<file path="config.mk">
export PLATFORM = sky130hd
export DESIGN_NAME = fault_addr_capture
export DESIGN_NICKNAME = d
export VERILOG_FILES = /design/src/rtl/fault_addr_pkg.sv /design/src/rtl/fault_addr_capture.sv /design/src/rtl/fault_addr_hold.sv
export SDC_FILE = /design/constraint.sdc
export NUM_CORES = 1
export LEC_CHECK = 0
export ABC_CLOCK_PERIOD_IN_PS = 3350
export BUFFER_PORTS_ARGS = -buffer_cell sky130_fd_sc_hd__buf_2
export CELL_PAD_IN_SITES_DETAIL_PLACEMENT = 1
export CELL_PAD_IN_SITES_GLOBAL_PLACEMENT = 2
export CORE_MARGIN = 4
export CORE_UTILIZATION = 33
export CTS_CLUSTER_DIAMETER = 150
export DETAILED_ROUTE_END_ITERATION = 8
export PLACE_DENSITY = 0.81
export SYNTH_ARGS = -nofsm -noshare
export SYNTH_HDL_FRONTEND = slang
export SYNTH_SLANG_ARGS = --single-unit
</file>
<file path="constraint.sdc">
create_clock -name i_clk -period 3.35 [get_ports i_clk]
set_clock_uncertainty 0.05 [all_clocks]
set_input_delay 0 -clock i_clk [delete_from_list [all_inputs] [get_ports i_clk]]
set_output_delay 0 -clock i_clk [all_outputs]
set_load 0.005 [all_outputs]
</file>
<file path="src/rtl/fault_addr_pkg.sv">
/*
  constants, types and field layout for the fault address capture block.
  assumes a single processor clock and a plain word-wide register port.
*/
package fault_addr_pkg;

  // register byte offsets
  localparam logic [11:0] OFS_FAULT_STATUS = 12'hD28;
  localparam logic [11:0] OFS_HARD_STATUS  = 12'hD2C;
  localparam logic [11:0] OFS_MEM_ADDR     = 12'hD34;
  localparam logic [11:0] OFS_BUS_ADDR     = 12'hD38;
  localparam logic [11:0] OFS_IRQ_STATUS   = 12'hE00;
  localparam logic [11:0] OFS_IRQ_MASK     = 12'hE04;

  // fault status fields: memory byte low, bus byte above it
  localparam int MEM_ACCESS_BIT = 1;
  localparam int MEM_VALID_BIT  = 7;
  localparam int BUS_PRECISE_BIT = 9;
  localparam int BUS_VALID_BIT  = 15;
  // hard fault status field
  localparam int VECT_BIT       = 1;

  // interrupt status / mask layout
  localparam int IRQ_MEM  = 0;
  localparam int IRQ_BUS  = 1;
  localparam int IRQ_VECT = 2;
  localparam int IRQ_PRIV = 3;
  localparam int IRQ_W    = 4;

  // reset values
  localparam logic [31:0]       ADDR_RESET  = 32'h0000_0000;
  localparam logic [IRQ_W-1:0]  MASK_RESET  = 4'h0;
  localparam logic [31:0]       RDATA_ZERO  = 32'h0000_0000;

  typedef enum logic [1:0] {FAULT_MEM, FAULT_BUS, FAULT_VECT} fault_kind_type;

  // register port request, all fields valid in the strobe cycle
  typedef struct packed {
    logic [11:0] addr;
    logic [31:0] wdata;
    logic        wr;
    logic        rd;
    logic        priv;
  } reg_req_type;

  // fault report from the load/store and exception logic
  typedef struct packed {
    logic           valid;
    fault_kind_type kind;
    logic [31:0]    req_addr;
    logic [31:0]    act_addr;
    logic [1:0]     size;
  } fault_event_type;

endpackage : fault_addr_pkg

</file>
<file path="src/rtl/fault_addr_capture.sv">
/*
  fault address capture: memory and bus fault address registers,
  fault status, vector fetch flag, interrupt status and mask.
  assumes fault reports and register requests come from logic on i_clk.
*/
// Design decision made here: the address-and-strobe port.
`timescale 1ns/10ps
module fault_addr_capture (
  input  wire logic                          i_clk,     // processor clock, 40 MHz
  input  wire logic                          i_rst_n,   // async reset, active low
  input  wire logic                          i_ce,      // clock enable, freezes state
  input  wire fault_addr_pkg::reg_req_type   i_req,     // register port request
  output logic                        [31:0] o_rdata,   // read data, cycle after read
  output logic                               o_priv_err, // unprivileged access pulse
  input  wire fault_addr_pkg::fault_event_type i_fault, // fault report
  output logic                               o_mem_addr_valid, // memory address valid
  output logic                               o_bus_addr_valid, // bus address valid
  output logic                               o_vect_fault, // vector fetch fault flag
  output logic                               o_irq      // level interrupt
);

  logic [31:0]                    mem_addr;
  logic [31:0]                    bus_addr;
  logic                           mem_valid;
  logic                           bus_valid;
  logic                           mem_access;
  logic                           bus_precise;
  logic                           vect_flag;
  logic [fault_addr_pkg::IRQ_W-1:0] irq_status;
  logic [fault_addr_pkg::IRQ_W-1:0] irq_mask;

  // address decode
  wire sel_fault_status = i_req.addr == fault_addr_pkg::OFS_FAULT_STATUS;
  wire sel_hard_status  = i_req.addr == fault_addr_pkg::OFS_HARD_STATUS;
  wire sel_mem_addr     = i_req.addr == fault_addr_pkg::OFS_MEM_ADDR;
  wire sel_bus_addr     = i_req.addr == fault_addr_pkg::OFS_BUS_ADDR;
  wire sel_irq_status   = i_req.addr == fault_addr_pkg::OFS_IRQ_STATUS;
  wire sel_irq_mask     = i_req.addr == fault_addr_pkg::OFS_IRQ_MASK;

  // unprivileged strobes are dropped: writes ignored, reads give zero
  wire wr_ok    = i_req.wr & i_req.priv;
  wire rd_ok    = i_req.rd & i_req.priv;
  wire priv_bad = (i_req.wr | i_req.rd) & ~i_req.priv;

  // fault events by kind
  wire mem_ev  = i_fault.valid & (i_fault.kind == fault_addr_pkg::FAULT_MEM);
  wire bus_ev  = i_fault.valid & (i_fault.kind == fault_addr_pkg::FAULT_BUS);
  wire vect_ev = i_fault.valid & (i_fault.kind == fault_addr_pkg::FAULT_VECT);

  // write-one-to-clear strobes
  wire fs_wr     = wr_ok & sel_fault_status;
  wire mem_v_clr = fs_wr & i_req.wdata[fault_addr_pkg::MEM_VALID_BIT];
  wire mem_a_clr = fs_wr & i_req.wdata[fault_addr_pkg::MEM_ACCESS_BIT];
  wire bus_v_clr = fs_wr & i_req.wdata[fault_addr_pkg::BUS_VALID_BIT];
  wire bus_p_clr = fs_wr & i_req.wdata[fault_addr_pkg::BUS_PRECISE_BIT];
  wire vect_clr  = wr_ok & sel_hard_status & i_req.wdata[fault_addr_pkg::VECT_BIT];

  // first fault is kept until software releases the valid bit;
  // a fault in the clearing cycle is captured, not lost
  wire mem_load = mem_ev & (~mem_valid | mem_v_clr);
  wire bus_load = bus_ev & (~bus_valid | bus_v_clr);

  // memory fault keeps the sub-access that really faulted,
  // which the core guarantees lies inside the requested width
  wire [31:0] mem_load_addr = i_fault.act_addr;
  // bus fault keeps the address the instruction asked for
  wire [31:0] bus_load_addr = i_fault.req_addr;

  // sticky flags, set wins over clear
  wire next_mem_valid   = mem_ev | (mem_valid & ~mem_v_clr);
  wire next_mem_access  = mem_ev | (mem_access & ~mem_a_clr);
  wire next_bus_valid   = bus_ev | (bus_valid & ~bus_v_clr);
  wire next_bus_precise = bus_ev | (bus_precise & ~bus_p_clr);
  wire next_vect_flag   = vect_ev | (vect_flag & ~vect_clr);

  // interrupt status: events set, a privileged read clears
  wire [fault_addr_pkg::IRQ_W-1:0] irq_set = {priv_bad, vect_ev, bus_ev, mem_ev};
  wire irq_rd_clr = rd_ok & sel_irq_status;
  wire [fault_addr_pkg::IRQ_W-1:0] next_irq_status =
    irq_set | (irq_rd_clr ? {fault_addr_pkg::IRQ_W{1'b0}} : irq_status);
  wire [fault_addr_pkg::IRQ_W-1:0] next_irq_mask =
    (wr_ok & sel_irq_mask) ? i_req.wdata[fault_addr_pkg::IRQ_W-1:0] : irq_mask;

  // status word as software sees it; other bits read zero
  wire [31:0] fault_status_word =
    ({31'h0, mem_access} << fault_addr_pkg::MEM_ACCESS_BIT) |
    ({31'h0, mem_valid} << fault_addr_pkg::MEM_VALID_BIT) |
    ({31'h0, bus_precise} << fault_addr_pkg::BUS_PRECISE_BIT) |
    ({31'h0, bus_valid} << fault_addr_pkg::BUS_VALID_BIT);
  wire [31:0] hard_status_word = {31'h0, vect_flag} << fault_addr_pkg::VECT_BIT;

  // read mux; unmapped offsets read zero
  wire [31:0] rd_mux =
    sel_fault_status ? fault_status_word :
    sel_hard_status  ? hard_status_word :
    sel_mem_addr     ? mem_addr :
    sel_bus_addr     ? bus_addr :
    sel_irq_status   ? {28'h0, irq_status} :
    sel_irq_mask     ? {28'h0, irq_mask} : fault_addr_pkg::RDATA_ZERO;
  wire [31:0] next_rdata = rd_ok ? rd_mux : fault_addr_pkg::RDATA_ZERO;

  // address holding registers
  fault_addr_hold u_mem_hold (
    .i_clk       (i_clk),
    .i_rst_n     (i_rst_n),
    .i_ce        (i_ce),
    .i_load      (mem_load),
    .i_load_addr (mem_load_addr),
    .i_wr        (wr_ok & sel_mem_addr),
    .i_wdata     (i_req.wdata),
    .o_addr      (mem_addr)
  );

  fault_addr_hold u_bus_hold (
    .i_clk       (i_clk),
    .i_rst_n     (i_rst_n),
    .i_ce        (i_ce),
    .i_load      (bus_load),
    .i_load_addr (bus_load_addr),
    .i_wr        (wr_ok & sel_bus_addr),
    .i_wdata     (i_req.wdata),
    .o_addr      (bus_addr)
  );

  // status flags
  always_ff @(posedge i_clk or negedge i_rst_n) begin
    if (!i_rst_n) begin
      mem_valid   <= 1'b0;
      mem_access  <= 1'b0;
      bus_valid   <= 1'b0;
      bus_precise <= 1'b0;
      vect_flag   <= 1'b0;
    end else if (i_ce) begin
      mem_valid   <= next_mem_valid;
      mem_access  <= next_mem_access;
      bus_valid   <= next_bus_valid;
      bus_precise <= next_bus_precise;
      vect_flag   <= next_vect_flag;
    end
  end

  // interrupt status and mask
  always_ff @(posedge i_clk or negedge i_rst_n) begin
    if (!i_rst_n) begin
      irq_status <= {fault_addr_pkg::IRQ_W{1'b0}};
      irq_mask   <= fault_addr_pkg::MASK_RESET;
    end else if (i_ce) begin
      irq_status <= next_irq_status;
      irq_mask   <= next_irq_mask;
    end
  end

  // outputs straight from flops; irq lags status by one cycle
  always_ff @(posedge i_clk or negedge i_rst_n) begin
    if (!i_rst_n) begin
      o_rdata          <= fault_addr_pkg::RDATA_ZERO;
      o_priv_err       <= 1'b0;
      o_mem_addr_valid <= 1'b0;
      o_bus_addr_valid <= 1'b0;
      o_vect_fault     <= 1'b0;
      o_irq            <= 1'b0;
    end else if (i_ce) begin
      o_rdata          <= next_rdata;
      o_priv_err       <= priv_bad;
      o_mem_addr_valid <= next_mem_valid;
      o_bus_addr_valid <= next_bus_valid;
      o_vect_fault     <= next_vect_flag;
      o_irq            <= |(irq_status & irq_mask);
    end
  end
endmodule : fault_addr_capture

</file>
<file path="src/rtl/fault_addr_hold.sv">
/*
  one fault address holding register.
  assumes load and write are qualified by the caller; load has priority.
*/
`timescale 1ns/10ps
module fault_addr_hold (
  input  wire logic        i_clk,   // processor clock
  input  wire logic        i_rst_n, // async reset, active low
  input  wire logic        i_ce,    // clock enable
  input  wire logic        i_load,  // capture a fault address
  input  wire logic [31:0] i_load_addr, // address to capture
  input  wire logic        i_wr,    // software write
  input  wire logic [31:0] i_wdata, // software write data
  output logic      [31:0] o_addr   // held address
);

  // hardware capture beats a software write in the same cycle
  always_ff @(posedge i_clk or negedge i_rst_n) begin
    if (!i_rst_n) begin
      o_addr <= fault_addr_pkg::ADDR_RESET;
    end else if (i_ce && i_load) begin
      o_addr <= i_load_addr;
    end else if (i_ce && i_wr) begin
      o_addr <= i_wdata;
    end
  end

endmodule : fault_addr_hold

</file>
Yosys cells after proc, flatten, opt, wreduce, memory -nomap -nowiden --
Cells that the tools add are included.
Cells by class: reductions and logical operators 9, eq/ne operators 8, bitwise logic cells 45, muxes and demuxes 12
Operator list (count):
- 2-to-1 mux 32 bit | 9
- == test 12 bit (second input constant) | 6
- bitwise AND 1 bit | 24
- bitwise OR 10 x 16 -> 16 bit | 1
- 2-to-1 mux 4 bit | 3
- bitwise OR 8 x 10 -> 10 bit | 1
- NOT 1 bit | 8
- bitwise OR 1 bit | 8
- bitwise OR 2 x 8 -> 8 bit | 1
- bitwise AND 4 bit | 1
- logical AND 1 bit | 4
- bitwise OR 4 bit | 1
- nonzero test 2 bit | 2
- OR reduction 4 bit | 1
- == test 2 x 1 -> 1 bit (second input constant) | 1
- == test 2 bit (second input constant) | 1
- zero test 2 bit | 1
- AND reduction 2 bit | 1
Storage, ports and cells: register bits 111, input bits 119, logic and storage cells 86, output and inout port bits 37

Longest topological paths before layout --
Gate-level depths: netlist of run 1.
depth after elaboration 8, depth in mapped cells 7

Hierarchy --
A second synthesis of run 1 with hierarchy kept.
Second synthesis, totals: cell total of the unflattened synthesis 514, area, all modules 5529.1 um^2
By module, submodules not included:
- fault_addr_hold | area each 1529.0 um^2, sequential area each 800.8 um^2, cells an instance 149, times used 2
- fault_addr_capture | area each 2471.1 um^2, sequential area each 1176.1 um^2, cells an instance 216, times used 1

Least setup slack after synthesis of run 1 --
OpenSTA, ideal clock, no wires.
path kind input -> register, start point in i_req[36] (netlist name), end point reg u_mem_hold.o_addr[10], arrival 2.016 ns, buffers on the path 3, library setup time 0.125 ns, stages 7, path slack 1.159 ns, data required time 3.175 ns, path through or4b_1 > buf_2 > or4_4 > buf_6 > buf_12 > mux2_4 > mux2_4
Between the ends: longest elaborated chain between the ends 7, elaborated cells on any way between the ends 11
Ends and longest elaborated chain:
- start, declared | line fault_addr_capture.sv:12 | input wire fault_addr_pkg::reg_req_type i_req,
- == test 12 bit | line fault_addr_capture.sv:33 | wire sel_fault_status = i_req.addr == fault_addr_pkg::OFS_FAULT_STATUS;
- bitwise AND 1 bit | line fault_addr_capture.sv:51 | wire fs_wr = wr_ok & sel_fault_status;
- bitwise AND 1 bit | line fault_addr_capture.sv:52 | wire mem_v_clr = fs_wr & i_req.wdata[fault_addr_pkg::MEM_VALID_BIT];
- bitwise OR 1 bit | line fault_addr_capture.sv:60 | wire mem_load = mem_ev & (~mem_valid | mem_v_clr);
- bitwise AND 1 bit | line fault_addr_capture.sv:60
- logical AND 1 bit | line fault_addr_hold.sv:21 | end else if (i_ce && i_load) begin
- 2-to-1 mux 32 bit / nonzero test 2 bit (equally long branches)
- end signal, assigned | line fault_addr_hold.sv:20 | o_addr <= fault_addr_pkg::ADDR_RESET;
- end signal, assigned | line fault_addr_hold.sv:22 | o_addr <= i_load_addr;
- end signal, assigned | line fault_addr_hold.sv:24 | o_addr <= i_wdata;
- end, declared | line fault_addr_hold.sv:14 | output logic [31:0] o_addr
Parallel ways exist; a longest one is shown, timed or not. A chain may end at the register's enable or synchronous reset.

Final worst setup path of run 1 --
start point in i_req[36] (netlist name), end point reg u_bus_hold.o_addr[19]
Between the ends: longest elaborated chain between the ends 7, elaborated cells on any way between the ends 11
Ends and longest elaborated chain:
- == test 12 bit | line fault_addr_capture.sv:33
- bitwise AND 1 bit | line fault_addr_capture.sv:51
- bitwise AND 1 bit | line fault_addr_capture.sv:54 | wire bus_v_clr = fs_wr & i_req.wdata[fault_addr_pkg::BUS_VALID_BIT];
- bitwise OR 1 bit | line fault_addr_capture.sv:61 | wire bus_load = bus_ev & (~bus_valid | bus_v_clr);
- bitwise AND 1 bit | line fault_addr_capture.sv:61
- logical AND 1 bit | line fault_addr_hold.sv:21
- 2-to-1 mux 32 bit / nonzero test 2 bit (equally long branches)
- end signal, assigned | line fault_addr_hold.sv:20
- end signal, assigned | line fault_addr_hold.sv:22
- end signal, assigned | line fault_addr_hold.sv:24
- end, declared | line fault_addr_hold.sv:14
Parallel ways exist; a longest one is shown, timed or not.

==> summary.txt, run 1 <==
Run status
  – Status: finished, final reports clean

Drt
  – Pre-Repair DR Iteration Count: 4
  – Number of remaining DRC errors: 0
  – Routed vias: 4873
  – Via density per instance: 5.09
  – Total Routed Length: 20400 microns
  – Antenna-violating nets left: 0
  – Wire per inst: 21.3 microns
  – DRT iter0 DRCs: 175

STA
  – Tmin final: 2.93 ns
  – Slew margin rel.: 32.4%
  – Max Slew Vio Count: 0
  – Final setup vio count: 0
  – RSZ-0062 raised after global routing: false
  – Slew @ Worst Pin: 1.01 ns
  – Fin crit share: 87.5%
  – Final Hold Fails: 0
  – Achievable clock frequency: 341 MHz
  – Worst Slack Setup Final: 0.419 ns
  – Post-route setup TNS: 0 ns

Synth
  – Seq cells post-synth: 111
  – Most used DFF post-synth: dfrtp_1
  – Mapped Cells: 454
  – Post-synthesis simple-gate area fraction: 5.97%
  – Synth Area in Compound Gates: 10.2%
  – Netlist cell types: 37
  – Synth Net Count: 573
  – Top post-synthesis cells by area: dfrtp_1 (45%), mux2_4 (29%), a22oi_1 (3.7%)
  – Sequential element share of the synthesized area: 45.4%
  – Syn Std Cell Area: 6120 sq um
  – Syn_area_per_cell: 13.5 sq um
  – Number of synthesized flops with an enable pin: 0
  – Async SR Flop Fraction: 100%
  – Top cell type's share of synthesized area: 45.4%
  – Top-count cell post-synth: mux2_4
  – Top post-synthesis cells by count: mux2_4 (120), dfrtp_1 (111), inv_1 (34)
  – Post-synthesis mux area share: 32.7%
  – Main combinational cell family by area after synthesis: multiplexers
  – Post-synthesis adder-cell area fraction: 0%
  – Cell taking the most area after synthesis: dfrtp_1
  – Synth Area in XOR/XNOR: 0%
  – Syn. warnings: 0

Critical path
  – Critical Path Fanout Max: 17
  – WP data arrival: 3.11 ns
  – Crit path capture type: register
  – Register-to-Register Path Depth: 5
  – Critical Path RT: 3.53 ns
  – R2R setup slack: 0.63 ns
  – Type of the worst setup path: in2reg
  – Critical Path Source Type: primary input

Place
  – Pre-CTS WS: 0.606 ns
  – Gpl congestion: 0.849
  – HPWL Detailed: 13000 microns
  – Port bufs: 153

Floorplan
  – Die Y-Extent: 144 microns
  – IO Count: 156
  – Area of the die: 20800 sq um
  – Initial Util: 33.9%
  – Core area: 18100 sq um
  – Die Wd: 144 microns
  – Row count: 49

Power and ir drop
  – Worst VDD drop: 0.000318 V
  – Lkg Pwr: 4.35 nW
  – Total Power: 4.04 mW
  – PwrDens: 465 nW/um^2

GRT
  – Initial antenna violation count: 0
  – Total Routing Usage GR: 19.8%
  – Largest net degree at the start of global routing: 48
  – First-pass GRT wire length: 31800 microns
  – Total grt overflow: 0
  – Vias in the first global route: 5752

Finish
  – Multi-input gate area: 3040 sq um
  – Fillers: 1899
  – Layout cells sized above 1: 44.4%
  – Inserted Diodes: 0
  – Storage element area: 2780 sq um
  – Post-layout nets: 842
  – Layout area overhead: 41.6%

Clocking
  – Post-CTS Resized: 0
  – Hold buffer count at CTS: 123
  – Clock transition at the registers of the reported paths: 0.08 ns
  – CTS tree: done
  – # H-tree levels: 3
  – CTS Buf Count: 9
  – Root buffer cell: clkbuf_16
  – Clk_lat worst skew: 0.35 ns
  – CTS Buffer Depth: 2
  – Post-CTS Repair Setup Buffers: 0
  – Clock sink count: 111

Job
  – Max Cap Viol: 0

Min path
  – WHS Path Cells: 3
  – Hold/Removal Path Class: in2reg
==> per-layer routing <==
layer  GRT usage, %  part of all wire [%]
met1           22.9                    40
met2           36.6                    54
met3           4.40                   4.9
met4           5.45                   1.7
met5              0                     0
==> registers in the layout, indices dropped and copies added, names as in the netlist <==
signal,flops
bus_precise,1
irq_mask,4
irq_status,4
mem_access,1
o_bus_addr_valid,1
o_irq,1
o_mem_addr_valid,1
o_priv_err,1
o_rdata,32
o_vect_fault,1
u_bus_hold.o_addr,32
u_mem_hold.o_addr,32
==> area by class of cell <==
| type | count | area share, % |
|---|---|---|
| clock buffers | 11 | 2.80 |
| clock inverters | 5 | 0.938 |
| repair buffers | 287 | 24.4 |
| flip-flops and latches | 111 | 32.0 |
| multi-input cells | 280 | 35.0 |
| well taps | 229 | 3.30 |
| inverters | 34 | 1.47 |
==> critical path: stages <==
cell and delay [ns]:
buf_2 0.10, or4b_1 0.73, nor4_1 0.43, buf_4 0.22, a31oi_4 0.37, buf_12 0.34, mux2_4 0.31, dlygate4sd3_1 0.59
==> through the flow <==
stage	hold slack [ns]	util [%]	cell area (sq um)	cells
after floorplan	-0.346	-	6120	454
after global placement	0.0000867	39.4	7120	818
after detailed placement	0.0111	39.4	7120	818
after CTS	0.00328	48.0	8670	957
after global routing	0.00310	48.0	8670	957
final	0.0257	48.0	8670	957
==> power breakdown <==
part           total, mW  switching [mW]  internal [mW]
Combinational       1.17           0.315          0.859
Clock               1.16           0.488          0.677
Sequential          1.70           0.140           1.56
Total               4.04           0.942           3.09
==> worst paths after layout <==
kind                                                endpoint                    startpoint
max                        u_bus_hold.o_addr[19]$_DFFE_PN0P_                     i_req[36]
max reg2reg                u_mem_hold.o_addr[14]$_DFFE_PN0P_  o_mem_addr_valid$_DFFE_PN0P_
min                        u_mem_hold.o_addr[20]$_DFFE_PN0P_                     i_req[23]
min in group asynchronous   u_bus_hold.o_addr[2]$_DFFE_PN0P_                       i_rst_n
max in group asynchronous  u_mem_hold.o_addr[25]$_DFFE_PN0P_                       i_rst_n
min reg2reg                          bus_precise$_DFFE_PN0P_       bus_precise$_DFFE_PN0P_
==> cell usage in the layout, fill, tap and decap left out, drive strengths merged, types with 3 or more instances in the layout <==
cell type	netlist	final
buf	12	164
mux2	137	137
dlygate4sd3	0	123
dfrtp	111	111
inv	34	34
a22oi	30	30
o22ai	28	28
a21o	13	13
clkbuf	17	11
nand3	7	7
nor2	7	7
nor2b	5	5
nor3	5	5
and3	4	4
a32oi	4	4
nor4	4	4
a31oi	4	4
or4bb	3	3
nand4	3	3
a2bb2oi	3	3
o32ai	3	3
or4	3	3
==> cell families (layout without fill, tap and decap cells) <==
group / after synthesis / count (layout)
muxes: 138 / 138
DFF: 111 / 111
AOI/OAI and AO/OA: 87 / 87
buffers and inverters: 63 / 337
and+or+nand+nor: 55 / 55
Power figures use the tool's default switching activity.
==> run 2, diff against run 1 <==
--- a/config.mk
+++ b/config.mk
@@ -7,7 +7,7 @@
 export LEC_CHECK = 0
 export ABC_CLOCK_PERIOD_IN_PS = 3350
 export BUFFER_PORTS_ARGS = -buffer_cell sky130_fd_sc_hd__buf_2
-export CELL_PAD_IN_SITES_DETAIL_PLACEMENT = 1
+export CELL_PAD_IN_SITES_DETAIL_PLACEMENT = 2
 export CELL_PAD_IN_SITES_GLOBAL_PLACEMENT = 2
 export CORE_MARGIN = 4
 export CORE_UTILIZATION = 33
==> run 2 against run 1 <==
Die area unchanged. Highest routed layer unchanged. Critical path depth did not move. First-iteration DRC count up 23%. Final area grew 0.26%. Register-to-register slack lost 0.05 ns. Fmax shrank 1.0%. Via count up 3.2%. Power grew 4.5%. Critical endpoint is now u_bus_hold.o_addr[22]$_DFFE_PN0P_. Count of clock-buffer cells in the layout unchanged.
==> summary.txt, run 2 (synthesis gave the netlist of run 1 again) <==
Floorplan
  – IO Count: 156 (unchanged)
  – Row count: 49 (unchanged)
  – Die Wd: 144 microns (unchanged)
  – Die Y-Extent: 144 microns (unchanged)
  – Core area: 18100 sq um (unchanged)
  – Area of the die: 20800 sq um (unchanged)
  – Initial Util: 33.9% (unchanged)

Drt
  – Number of remaining DRC errors: 0 (unchanged)
  – Antenna-violating nets left: 0 (unchanged)
  – Via density per instance: 5.26 (+3.3%)
  – Pre-Repair DR Iteration Count: 4 (unchanged)
  – Routed vias: 5027 (+3.2%)
  – Wire per inst: 24.7 microns (+16%)
  – Total Routed Length: 23600 microns (+16%)
  – DRT iter0 DRCs: 216 (+23%)

GRT
  – Vias in the first global route: 6071 (+5.5%)
  – Total grt overflow: 0 (unchanged)
  – Initial antenna violation count: 0 (unchanged)
  – Largest net degree at the start of global routing: 48 (unchanged)
  – First-pass GRT wire length: 36000 microns (+13%)
  – Total Routing Usage GR: 23.0% (+3.2 points)

Power and ir drop
  – PwrDens: 485 nW/um^2 (+4.3%)
  – Lkg Pwr: 4.37 nW (+0.34%)
  – Worst VDD drop: 0.000241 V (-24%)

Clocking
  – CTS tree: done
  – # H-tree levels: 3 (unchanged)
  – Clk_lat worst skew: 0.36 ns (about the same)
  – Clock sink count: 111 (unchanged)
  – Post-CTS Repair Setup Buffers: 0 (unchanged)
  – Post-CTS Resized: 0 (unchanged)
  – Root buffer cell: clkbuf_16
  – CTS Buf Count: 9 (unchanged)
  – Hold buffer count at CTS: 122 (-0.81%)
  – Clock transition at the registers of the reported paths: 0.08 ns (about the same)
  – CTS Buffer Depth: 2 (unchanged)

Run status
  – Status: finished, final reports clean

Critical path
  – Critical Path Fanout Max: 17 (unchanged)
  – WP data arrival: 3.15 ns (+0.04 ns)
  – Type of the worst setup path: in2reg
  – Crit-path cells: buf_2 > or4b_1 > nor4_1 > buf_4 > a31oi_4 > buf_12 > mux2_4 > dlygate4sd3_1
  – Crit path capture type: register
  – Slowest cell on crit path: or4b_1
  – Critical Path Source Type: primary input
  – Critical Path RT: 3.54 ns (about the same)
  – Largest stage delay, worst path: 0.74 ns (about the same)

Finish
  – Commonest non-fill, non-tap cells in the layout: buf_2 (152), dlygate4sd3_1 (122), mux2_4 (120), dfrtp_1 (111), inv_1 (34)
  – Post-layout nets: 841 (-0.12%)
  – Layout area overhead: 42.0%
  – Top flop regs: o_rdata (32), u_bus_hold.o_addr (32), u_mem_hold.o_addr (32)
  – Layout cells sized above 1: 44.6% (+0.20 points)
  – Commonest non-fill, non-tap cell in the layout: buf_2
  – Inserted Diodes: 0 (unchanged)
  – Fin cells: 956 (-0.10%)

STA
  – Fin crit share: 88.4% (+0.89 points)
  – Achievable clock frequency: 338 MHz (-1.0%)
  – Slew @ Worst Pin: 1.05 ns (+0.0394 ns)
  – Max Slew Vio Count: 0 (unchanged)
  – Post-route setup TNS: 0 ns (unchanged)
  – Final hold slack: 0.0313 ns (+0.00558 ns)
  – Final Hold Fails: 0 (unchanged)
  – Slew margin rel.: 29.8% (-2.6 points)
  – Tmin final: 2.96 ns (+0.0298 ns)
  – Final setup vio count: 0 (unchanged)
  – RSZ-0062 raised after global routing: false

Place
  – Gpl congestion: 0.849 (unchanged)
  – Port bufs: 153 (unchanged)
  – Placed cell count: 818 (unchanged)
  – HPWL Detailed: 14500 microns (+12%)

Min path
  – Hold/Removal Path Class: in2reg

Job
  – Max Cap Viol: 0 (unchanged)
==> run 2: cell count changes in the layout (fill, tap and decap cells not counted) <==
cell / previous run / this run
bufinv_16: 2 / 3
clkbuf_1: 1 / 0
clkbuf_8: 1 / 2
clkinvlp_4: 1 / 0
dlygate4sd3_1: 123 / 122
==> run 2: metal layers <==
metal	global-route usage, %	vias up	part of all wire (%)
li1	-	2231	-
met4	7.46	0	2.3
met5	0	-	0
met1	25.9	2644	40
met2	44.8	116	56
met3	2.65	36	2.5
==> run 2: final timing paths <==
kind | endpoint | cells past startpoint | slack [ns] | start
worst max-delay path | u_bus_hold.o_addr[22]$_DFFE_PN0P_ | 8 | 0.39 | i_req[36]
worst min-delay path | u_mem_hold.o_addr[6]$_DFFE_PN0P_ | 3 | 0.03 | i_req[9]
worst max register to register | u_mem_hold.o_addr[13]$_DFFE_PN0P_ | 5 | 0.58 | o_mem_addr_valid$_DFFE_PN0P_
worst min register to register | bus_precise$_DFFE_PN0P_ | 1 | 0.47 | bus_precise$_DFFE_PN0P_
max in group asynchronous | o_rdata[18]$_DFFE_PN0P_ | 3 | 2.15 | i_rst_n
min in group asynchronous | u_bus_hold.o_addr[2]$_DFFE_PN0P_ | 2 | 0.16 | i_rst_n
==> run 2: where the power goes <==
part           switching, mW  internal, mW
Combinational          0.338         0.856
Clock                  0.531         0.774
Sequential             0.162          1.56
==> run 2: per-stage QoR <==
stage / total power, mW / instance area, sq um / utilization, % / setup slack (ns)
6_report: 4.22 / 8700 / 48.1 / 0.389
5_1_grt: 4.40 / 8700 / 48.1 / 0.250
4_1_cts: 4.18 / 8700 / 48.1 / 0.397
3_5_place_dp: 2.58 / 7120 / 39.4 / 0.583
3_3_place_gp: 2.50 / 7120 / 39.4 / 0.669
2_1_floorplan: 2.31 / 6120 / - / 1.16
==> run 2: critical path, delay by kind of cell <==
kind / cells / cell delay (ns)
and+or+nand+nor: 2 / 1.18
muxes: 1 / 0.30
buffers and inverters: 4 / 1.25
AOI/OAI and AO/OA: 1 / 0.39
==> run 2: final cells by class <==
type | count | area [sq um]
fillers | 1768 | 9390
well taps | 229 | 287
multi-input cells | 280 | 3040
flip-flops and latches | 111 | 2780
inverters | 34 | 128
clock inverters | 5 | 104
clock buffers | 11 | 253
repair buffers | 286 | 2110
